==> config.mk <==
export PLATFORM = sky130hd
export DESIGN_NAME = channel_trim_volume
export DESIGN_NICKNAME = d
export VERILOG_FILES = /design/src/logic/channel_trim_volume.v
export VERILOG_INCLUDE_DIRS = /design/src /design/src/logic
export SDC_FILE = /design/constraint.sdc
export NUM_CORES = 2
export LEC_CHECK = 0
export BUFFER_PORTS_ARGS = -buffer_cell sky130_fd_sc_hd__buf_2
export CAP_MARGIN = 20
export CORE_ASPECT_RATIO = 0.8
export CORE_UTILIZATION = 35
export CTS_CLUSTER_DIAMETER = 60
export CTS_CLUSTER_SIZE = 24
export DETAILED_ROUTE_END_ITERATION = 6
export HOLD_SLACK_MARGIN = 0.1
export PLACE_DENSITY = 0.47
export SLEW_MARGIN = 15
export SYNTH_ARGS = -nofsm -noshare
export SYNTH_HDL_FRONTEND = slang
export SYNTH_SLANG_ARGS = --single-unit
==> constraint.sdc <==
create_clock -name clock -period 25.1 [get_ports clock]
set_input_delay 5.02 -clock clock [delete_from_list [all_inputs] [get_ports clock]]
set_output_delay 5.02 -clock clock [all_outputs]
set_load 0.02 [all_outputs]
==> src/logic/channel_trim_volume_regs.vh <==
`ifndef CHANNEL_TRIM_VOLUME_REGS_VH
`define CHANNEL_TRIM_VOLUME_REGS_VH

// ==========================================
// Register offsets
`define CH3_GAIN_TRIM_ADDR      8'h49
`define CH3_PHASE_DELAY_ADDR    8'h4A
`define CH4_DIGITAL_VOLUME_ADDR 8'h4D

// ==========================================
// Reset values and fields
`define CH3_GAIN_TRIM_RESET     8'h80
`define CH3_GAIN_TRIM_CODE_RST  4'h8
`define CH3_PHASE_DELAY_RESET   8'h00
`define CH4_VOLUME_RESET        8'hC9
`define GAIN_TRIM_MSB           7
`define GAIN_TRIM_LSB           4

// ==========================================
// Arithmetic constants
`define SAMPLE_W                24
`define COEF_FRAC               14
`define VOL_OFFSET              9'h0CC
`define VOL_UNITY_CODE          9'h0C9
`define VOL_STEPS_PER_OCTAVE    9'h00C
`define VOL_SHIFT_BASE          31
`define PHASE_DEPTH             255

`endif

==> src/logic/channel_trim_volume.v <==
`timescale 1ns/100ps
`include "channel_trim_volume_regs.vh"

module channel_trim_volume (
   input  wire        clock,
   input  wire        srst,
   input  wire [7:0]  reg_addr,
   input  wire [7:0]  reg_wdata,
   input  wire        reg_write,
   input  wire        reg_read,
   output reg  [7:0]  reg_rdata,
   output wire [3:0]  ch3_gain_trim_code,
   output wire [7:0]  ch3_phase_delay_cycles,
   output wire [7:0]  ch4_volume_code,
   input  wire        mod_tick,
   input  wire        ch3_mod_bit,
   output reg         ch3_mod_out,
   input  wire [23:0] ch3_sample_in,
   input  wire        ch3_sample_valid,
   output reg  [23:0] ch3_sample_out,
   output reg         ch3_sample_out_valid,
   input  wire [23:0] ch4_sample_in,
   input  wire        ch4_sample_valid,
   output reg  [23:0] ch4_sample_out,
   output reg         ch4_sample_out_valid
);

   // ==========================================
   // Register file
   reg [3:0] gain_trim;
   reg [7:0] phase_delay;
   reg [7:0] volume;

   assign ch3_gain_trim_code     = gain_trim;
   assign ch3_phase_delay_cycles = phase_delay;
   assign ch4_volume_code        = volume;

   // ==========================================
   // Address decode
   // One decoder serves both the write and the read path, so the two can
   // never disagree about which register an address selects.
   localparam SEL_NONE  = 2'h0;
   localparam SEL_GAIN  = 2'h1;
   localparam SEL_PHASE = 2'h2;
   localparam SEL_VOL   = 2'h3;

   function [1:0] reg_select;
      input [7:0] addr;
      begin
         case (addr)
            `CH3_GAIN_TRIM_ADDR:      reg_select = SEL_GAIN;
            `CH3_PHASE_DELAY_ADDR:    reg_select = SEL_PHASE;
            `CH4_DIGITAL_VOLUME_ADDR: reg_select = SEL_VOL;
            default:                  reg_select = SEL_NONE;
         endcase
      end
   endfunction

   wire [1:0] sel;

   assign sel = reg_select(reg_addr);

   always @(posedge clock) begin
      if (srst) begin
         gain_trim   <= `CH3_GAIN_TRIM_CODE_RST;
         phase_delay <= `CH3_PHASE_DELAY_RESET;
         volume      <= `CH4_VOLUME_RESET;
         reg_rdata   <= 8'h00;
      end else begin
         if (reg_write) begin
            case (sel)
               // Only the upper nibble is stored; the low nibble is reserved.
               SEL_GAIN:
                  gain_trim <= reg_wdata[`GAIN_TRIM_MSB:`GAIN_TRIM_LSB];
               SEL_PHASE: phase_delay <= reg_wdata;
               SEL_VOL:   volume <= reg_wdata;
               default: ;
            endcase
         end
         // A read in the same cycle as a write returns the old value, since
         // both paths see the registers as they stood before the edge.
         if (reg_read) begin
            case (sel)
               SEL_GAIN:  reg_rdata <= {gain_trim, 4'h0};
               SEL_PHASE: reg_rdata <= phase_delay;
               SEL_VOL:   reg_rdata <= volume;
               default:   reg_rdata <= 8'h00;
            endcase
         end
      end
   end

   // ==========================================
   // Phase delay on the channel 3 modulator stream
   // A full shift register costs area, but every delay setting is served
   // at once and a new setting needs no pointer to be realigned.
   reg [`PHASE_DEPTH-1:0] history;

   always @(posedge clock) begin
      if (srst) begin
         history     <= {`PHASE_DEPTH{1'b0}};
         ch3_mod_out <= 1'b0;
      end else if (mod_tick) begin
         history <= {history[`PHASE_DEPTH-2:0], ch3_mod_bit};
         if (phase_delay == 8'h00)
            ch3_mod_out <= ch3_mod_bit;
         else
            ch3_mod_out <= history[phase_delay - 8'h01];
      end
   end

   // ==========================================
   // Coefficient tables and saturation
   function [15:0] trim_coef;
      input [3:0] code;
      begin
         case (code)
            4'h0: trim_coef = 16'h3A5E;
            4'h1: trim_coef = 16'h3B0C;
            4'h2: trim_coef = 16'h3BBA;
            4'h3: trim_coef = 16'h3C6C;
            4'h4: trim_coef = 16'h3D1E;
            4'h5: trim_coef = 16'h3DD4;
            4'h6: trim_coef = 16'h3E8B;
            4'h7: trim_coef = 16'h3F44;
            4'h8: trim_coef = 16'h4000;
            4'h9: trim_coef = 16'h40BE;
            4'hA: trim_coef = 16'h417E;
            4'hB: trim_coef = 16'h4240;
            4'hC: trim_coef = 16'h4304;
            4'hD: trim_coef = 16'h43CB;
            4'hE: trim_coef = 16'h4494;
            default: trim_coef = 16'h455F;
         endcase
      end
   endfunction

   // Half-dB mantissas for one octave. Using an octave as twelve steps
   // trades about 0.02 dB per octave of accuracy for a tiny table.
   function [15:0] vol_mant;
      input [3:0] r;
      begin
         case (r)
            4'h0: vol_mant = 16'h4000;
            4'h1: vol_mant = 16'h43CB;
            4'h2: vol_mant = 16'h47CF;
            4'h3: vol_mant = 16'h4C11;
            4'h4: vol_mant = 16'h5092;
            4'h5: vol_mant = 16'h5558;
            4'h6: vol_mant = 16'h5A67;
            4'h7: vol_mant = 16'h5FC2;
            4'h8: vol_mant = 16'h656F;
            4'h9: vol_mant = 16'h6B71;
            4'hA: vol_mant = 16'h71CF;
            default: vol_mant = 16'h788E;
         endcase
      end
   endfunction

   // Saturating instead of wrapping keeps an overdriven channel from
   // flipping sign at full scale.
   function [23:0] sat24;
      input signed [63:0] v;
      begin
         if (v > 64'sh00000000007FFFFF)
            sat24 = 24'h7FFFFF;
         else if (v < -64'sh0000000000800000)
            sat24 = 24'h800000;
         else
            sat24 = v[23:0];
      end
   endfunction

   // ==========================================
   // Channel 3 gain trim
   wire signed [63:0] ch3_prod;
   wire signed [63:0] ch3_scaled;

   assign ch3_prod   = $signed(ch3_sample_in) * $signed({1'b0, trim_coef(gain_trim)});
   assign ch3_scaled = ch3_prod >>> `COEF_FRAC;

   always @(posedge clock) begin
      if (srst) begin
         ch3_sample_out       <= 24'h000000;
         ch3_sample_out_valid <= 1'b0;
      end else begin
         ch3_sample_out_valid <= ch3_sample_valid;
         if (ch3_sample_valid)
            ch3_sample_out <= sat24(ch3_scaled);
      end
   end

   // ==========================================
   // Channel 4 digital volume
   // The offset keeps the octave index positive: code 201 lands on 17.
   wire [8:0]         vol_biased;
   wire [8:0]         vol_octave;
   wire [8:0]         vol_step;
   wire signed [63:0] ch4_prod;
   wire signed [63:0] ch4_scaled;

   assign vol_biased = {1'b0, volume} + `VOL_OFFSET - `VOL_UNITY_CODE;
   assign vol_octave = vol_biased / `VOL_STEPS_PER_OCTAVE;
   assign vol_step   = vol_biased % `VOL_STEPS_PER_OCTAVE;
   assign ch4_prod   = $signed(ch4_sample_in) * $signed({1'b0, vol_mant(vol_step[3:0])});
   assign ch4_scaled = (ch4_prod <<< vol_octave) >>> `VOL_SHIFT_BASE;

   always @(posedge clock) begin
      if (srst) begin
         ch4_sample_out       <= 24'h000000;
         ch4_sample_out_valid <= 1'b0;
      end else begin
         ch4_sample_out_valid <= ch4_sample_valid;
         if (ch4_sample_valid) begin
            if (volume == 8'h00)
               ch4_sample_out <= 24'h000000;
            else
               ch4_sample_out <= sat24(ch4_scaled);
         end
      end
   end

endmodule

======== Yosys cells after proc, flatten, opt, wreduce, memory -nomap -nowiden ========
Memories as Yosys holds them, arrays and structs flattened. A register that Yosys moved wholly into a read port is not among the register bits.
Index checks and enable logic that the tools add are counted.
storage, ports and cells
  register bits after elaboration ......... 334
  latch bits .............................. 0
  RAM bits ................................ 0
  ROM bits ................................ 464
  input bits .............................. 72
  memories ................................ 2
memories
  name              words  width  rd ports  clocked after Yosys merged registers in  write ports  RTL line                   source
  (name not given)  16     15     1         1                                        0            channel_trim_volume.v:117  case (code)
  (name not given)  16     14     1         0                                        0            channel_trim_volume.v:143  case (r)
operators by class
  add/subtract/negate cells ............... 3
  multiply operators ...................... 2
  divide/modulo/power cells ............... 2
  order comparisons ....................... 5
  equal/unequal tests ..................... 6
  shift operators ......................... 1
  muxes and demuxes ....................... 12
  bitwise gates (word level) .............. 0
  reductions and logical operators ........ 5
operators with widths
  cell                                                  number
  two-way mux 24 bit                                    5
  multiplier 24 x 17 -> 41 bit                          2
  <<< shifter 41 x 9 -> 64 bit                          1
  > comparator 33 x 24 -> 1 bit, second input constant  1
  < comparator 33 x 24 -> 1 bit, second input constant  1
  > comparator 27 x 24 -> 1 bit, second input constant  1
  < comparator 27 x 24 -> 1 bit, second input constant  1
  equality test 8 x 7 -> 1 bit, second input constant   3
  case mux 8 bit (3 select lines)                       1
  logical NOT 8 bit                                     2
  adder 8 x 8 -> 9 bit, second input constant           1
  divider 9 x 4 -> 9 bit, second input constant         1
  < comparator 8 x 9 -> 1 bit, second input constant    1
  modulo 9 x 4 -> 9 bit, second input constant          1
  subtractor 9 x 8 -> 9 bit, second input constant      1
  binary-select mux 1 bit (select 8 bit)                1
  two-way mux 4 bit                                     2
  subtractor 8 x 1 -> 8 bit, second input constant      1
  case mux 2 bit (3 select lines)                       1
  AND reduction 2 bit                                   3
  equality test 2 bit, second input constant            2
  equality test 2 x 1 -> 1 bit, second input constant   1
  two-way mux 1 bit                                     2

======== Longest topological paths before layout ========
An unclocked memory read counts as a cell.
  depth in word-level cells ............... 10
  mapped depth ............................ 51
  depth with buffers taken out ............ 40

======== Worst setup path before layout ========
No wires, ideal clock.
  path type ............................... input to register
  from .................................... in ch4_sample_in[23]
  to ...................................... reg ch4_sample_out[20]
  arrival time ............................ 13.132 ns
  required time ........................... 25.021 ns
  slack ................................... 11.889 ns
  stages on the path ...................... 28
  path buffers ............................ 3
  path through ............................ clkbuf_1 -> nand2_1 -> fa_1 -> inv_1 -> fa_1 -> fa_1 -> fa_1 -> fa_1 -> inv_1 -> fa_1 -> inv_1 -> ha_1 -> buf_1 -> and2_1 -> a2111oi_0 -> o21ai_0 -> a221oi_1 -> mux2_2 -> a311oi_1 -> o32ai_1 -> a221oi_1 -> o211ai_1 -> o21ai_0 -> a32oi_1 -> nor3_2 -> o21ai_2 -> buf_2 -> a22oi_1
on the way
  longest elaborated chain between the ends .. 6
  elaborated cells between the ends (all ways) .. 7
  classes of those cells .................. mul: 1; order compare: 2; shift: 1; mux: 3
ends and longest elaborated chain
  item                            RTL line                   source
  from (decl)                     channel_trim_volume.v:22   input wire [23:0] ch4_sample_in,
  multiplier 24 x 17 -> 41 bit *  channel_trim_volume.v:205  assign ch4_prod = $signed(ch4_sample_in) * $signed({1'b0, vol_mant(vol_step[3:0])});
  <<< shifter 41 x 9 -> 64 bit *  channel_trim_volume.v:206  assign ch4_scaled = (ch4_prod <<< vol_octave) >>> `VOL_SHIFT_BASE;
  < comparator 33 x 24 -> 1 bit   channel_trim_volume.v:167  else if (v < -64'sh0000000000800000)
  two-way mux 24 bit              channel_trim_volume.v:167
  two-way mux 24 bit *            channel_trim_volume.v:165  if (v > 64'sh00000000007FFFFF)
  two-way mux 24 bit *            channel_trim_volume.v:215  if (volume == 8'h00)
  to (signal assigned)            channel_trim_volume.v:218  ch4_sample_out <= sat24(ch4_scaled);
  to (decl)                       channel_trim_volume.v:24   output reg [23:0] ch4_sample_out,
Mark *: on every way between the ends. The rest lies on a longest branch, timed or not.
A chain may end at the register's enable or synchronous reset.

======== Final worst setup path ========
  from .................................... reg volume[1] (netlist: ch4_volume_code[1])
  to ...................................... reg ch4_sample_out[20]
on the way
  longest elaborated chain between the ends .. 10
  elaborated cells between the ends (all ways) .. 13
  classes of those cells .................. add/sub: 2; mul: 1; div: 2; order compare: 2; shift: 1; mux: 3; reduce/logical: 1; memory: 1
ends and longest elaborated chain
  item                                        RTL line                   source
  from (decl)                                 channel_trim_volume.v:32   reg [7:0] volume;
  from (signal assigned)                      channel_trim_volume.v:67   volume <= `CH4_VOLUME_RESET;
  from (signal assigned)                      channel_trim_volume.v:76   SEL_VOL: volume <= reg_wdata;
  adder 8 x 8 -> 9 bit (no source line)       -
  subtractor 9 x 8 -> 9 bit (no source line)  -
  modulo 9 x 4 -> 9 bit (no source line)      -
  memory (16 x 14 bit)                        -
  multiplier 24 x 17 -> 41 bit                channel_trim_volume.v:205
  <<< shifter 41 x 9 -> 64 bit                channel_trim_volume.v:206
  < comparator 33 x 24 -> 1 bit               channel_trim_volume.v:167
  two-way mux 24 bit                          channel_trim_volume.v:167
  two-way mux 24 bit                          channel_trim_volume.v:165
  two-way mux 24 bit *                        channel_trim_volume.v:215
Marked as above.

==> results by group <==
Placed design
  • Hpwl dp: 94200 um
  • Port buffer count: 150
  • Routability cong.: 0.868
  • Inst Count DP: 6492

Setup path
  • WP data required: 25600 ps
  • Critical Path Sink: ch4_sample_out[20]$_SDFFE_PP0P_
  • Worst r2r src: ch4_volume_code[1]$_SDFFE_PP0P_
  • CP Launch Point: ch4_volume_code[1]$_SDFFE_PP0P_
  • CP Class: reg -> reg
  • CP peak stage delay: 970 ps
  • Startpoint types: register
  • Worst R2R End: ch4_sample_out[20]$_SDFFE_PP0P_
  • Max FO, Critical Path: 42
  • Arr. time, crit path: 15310 ps
  • Crit-path slowest cell: fa_1
  • Worst Setup End Kind: register
  • R2R Setup Slk: 10290 ps
  • R2r worst-path depth: 37
  • Most used cell along the critical path: fa_1

Power and ir drop
  • VDD IR max: 48.6 uV
  • Leakage: 0.0221 uW
  • PwrDens: 32.4 nW/um2

Clocking
  • Root Buffer: clkbuf_16
  • Post-CTS setup buffer count: 0
  • CTS max path bufs: 3
  • CTS tree: yes
  • Post_cts resized: 0
  • CTS clk-pin slew, worst paths: 100 ps
  • Clk_lat worst skew: 620 ps
  • Hold Buf Count CTS: 0
  • Total CTS buffers: 24
  • CTS sink count: 347
  • CTS H-tree lvls: 1

STA
  • Setup TNS: 0 ps
  • Hold slack: 457 ps
  • Worst-Margin Slew: 1090 ps
  • Hold Fails Final Rpt: 0
  • F_max: 67.5 MHz
  • Period utilisation layout: 0.590
  • RSZ-0062 raised after global routing: no
  • Clock skew: 28.0 ps
  • Worst slew margin: 0.271
  • Setup-failing EPs final: 0
  • Final Slew Violations: 0
  • Tmin final: 14810 ps

Logic synthesis
  • Post-Synth XOR/XNOR Area: 0.0141
  • Syn_area_per_cell: 8.92 um2
  • Ys async rst share: 0
  • Post-synthesis sequential area ratio: 0.158
  • Main combinational cell family by area after synthesis: adder cells
  • Post-synthesis instance area: 44000 um2
  • Post-synth EDFFs: 0
  • Post-synthesis cell count: 4934
  • Syn Nets: 5912
  • Ranking of synthesized cells by area: fa_1 32%, dfxtp_1 16%, inv_1 7.7%, mux2i_1 7.2%, ha_1 5.9%
  • Top cell type's share of synthesized area: 0.317
  • Ys flop type: dfxtp_1
  • Mux cell area share after synthesis: 0.118
  • Synth area leader: fa_1
  • Compound-Gate Fraction of Synth Area: 0.0825
  • Number of synthesized register bits: 347
  • Simple-Gate Fraction of Synth Area: 0.148
  • Unique masters post-synth: 98
  • Post-Synth Adder-Cell Area: 0.376
  • YS warnings: 0

Global routing
  • Vias in the first global route: 33847
  • Grt total ovfl: 0
  • Total GRT Usage: 0.199
  • Initial antenna violation count: 7
  • Largest net degree at the start of global routing: 116
  • First-pass GRT wire length: 200000 um

Finish
  • N_diodes: 0
  • Final core utilization: 0.381
  • Layout area overhead: 7.15%
  • Finished Layout Cells: 6536
  • Share of post-route cells with drive strength above 1: 0.0829
  • Final #Nets: 5860

Job
  • Max_cap viols: 0

Floorplan
  • Die Width: 398 um
  • I/O pins: 151
  • Die Height: 319 um
  • Core footprint: 124000 um2
  • Row cnt: 115
  • Starting Density: 0.355
  • DIE AREA: 127000 um2

Route
  • First-pass detailed-route iteration total: 5
  • Post-Route WL: 123000 um
  • Vias/cell: 5.02
  • Vias: 32786
  • Remaining antenna violation count: 0
  • Remaining DRCs: 0
  • Iteration-0 DRC Markers: 2332
  • Drt wl/cell: 18.9 um

Status
  • Status: finished clean

Worst hold path
  • Hold crit path type: reg -> reg
==> critical path, delay by kind of cell, from the launching register on <==
| family | cells | cell delay, ps |
|---|---|---|
| compound gates | 13 | 4530 |
| fa+ha+maj | 8 | 4390 |
| buf+inv | 6 | 1500 |
| flops | 1 | 770 |
| mux | 2 | 1230 |
| simple gates | 8 | 2240 |
==> sequential cells by signal, indices dropped and copies added (netlist names), named ones only <==
signal and cells:
ch4_sample_out 24, ch3_phase_delay_cycles 8, ch4_volume_code 8, ch3_gain_trim_code 4, history 255, reg_rdata 8, ch3_sample_out_valid 1, ch3_mod_out 1
ch3_sample_out 24, ch4_sample_out_valid 1
==> layout by cell type (no fill, tap or decap), types with 14 or more instances in the layout <==
cell / instances
xnor2_1: 45
nor2b_1: 34
and2_1: 171
nor3_1: 68
mux4_2: 81
a211oi_1: 26
a31oi_1: 14
ha_1: 208
xor2_1: 24
dfxtp_1: 346
nor2_1: 419
a21o_1: 27
mux2i_1: 312
buf_2: 148
clkbuf_16: 24
mux2_2: 20
inv_1: 903
nand4_1: 14
fa_1: 697
o211ai_1: 34
o21ai_0: 95
a21oi_1: 148
buf_4: 50
or3_1: 17
o21a_1: 17
nand3_1: 37
nand2_1: 631
==> how the worst min path moves through the flow <==
| stage | from | endpoint | slack (ps) | depth (start not counted) |
|---|---|---|---|---|
| floorplan | history[254]$_SDFFE_PP0P_ | history[254]$_SDFFE_PP0P_ | 460 | 2 |
| global placement | ch4_sample_out[22]$_SDFFE_PP0P_ | ch4_sample_out[22]$_SDFFE_PP0P_ | 440 | 2 |
| detailed placement | ch4_sample_out[12]$_SDFFE_PP0P_ | ch4_sample_out[12]$_SDFFE_PP0P_ | 450 | 2 |
| CTS | ch4_sample_out[12]$_SDFFE_PP0P_ | ch4_sample_out[12]$_SDFFE_PP0P_ | 460 | 2 |
| global route | ch4_sample_out[6]$_SDFFE_PP0P_ | ch4_sample_out[6]$_SDFFE_PP0P_ | 480 | 2 |
| finish | ch4_sample_out[12]$_SDFFE_PP0P_ | ch4_sample_out[12]$_SDFFE_PP0P_ | 460 | 2 |
==> through the flow <==
step / setup WS, ps / instance area, um2 / total power [uW]
final: 10290 / 47200 / 1530
after global routing: 9160 / 47200 / 1620
after CTS: 10020 / 47100 / 1540
after detailed placement: 10020 / 46300 / 1100
after global placement: 10160 / 46300 / 1100
after floorplan: 11890 / 44000 / 938
==> final cells by class <==
class | count | area [um2]
Clock buffer | 27 | 622
Clock inverter | 15 | 214
Sequential cell | 347 | 6950
Inverter | 905 | 3400
Fill cell | 12778 | 76700
Multi-Input combinational cell | 3402 | 32800
Timing Repair Buffer | 202 | 1160
Tap cell | 1638 | 2050
==> Yosys cell counts, types with 13 or more instances <==
master	number
o21a_1	17
nand4_1	14
inv_1	903
o21ai_1	13
a21o_1	27
xnor2_1	47
o211ai_1	34
buf_1	36
nand2_1	631
clkbuf_1	211
a211oi_1	28
fa_1	697
nor3_1	69
dfxtp_1	347
nand3_1	37
nor2_1	420
mux2i_1	315
mux2_2	20
nor2b_1	34
o21ai_0	96
or3_1	18
and2_1	171
xor2_1	24
buf_2	25
a21oi_1	150
a31oi_1	15
mux4_2	81
ha_1	209
a221oi_1	13
==> metal layers <==
metal	vias up	wire length (um)	global-route usage
met1	16420	65000	0.321
met5	-	26	0
met2	763	49100	0.279
met3	81	7710	0.0339
li1	15518	-	-
met4	4	1340	0.0208
==> cells by family after synthesis <==
family                     count (synthesis)
AOI/OAI and AO/OA                        541
xor gates and xnor gates                  71
adders and majority gates                906
buffers and inverters                   1185
DFF                                      347
muxes                                    416
and+or+nand+nor                         1468
==> power breakdown <==
group          internal [uW]  switching [uW]
Combinational            182             342
Clock                    194             238
Sequential               562            8.78
Note: power is estimated with default switching activity, not from simulation.
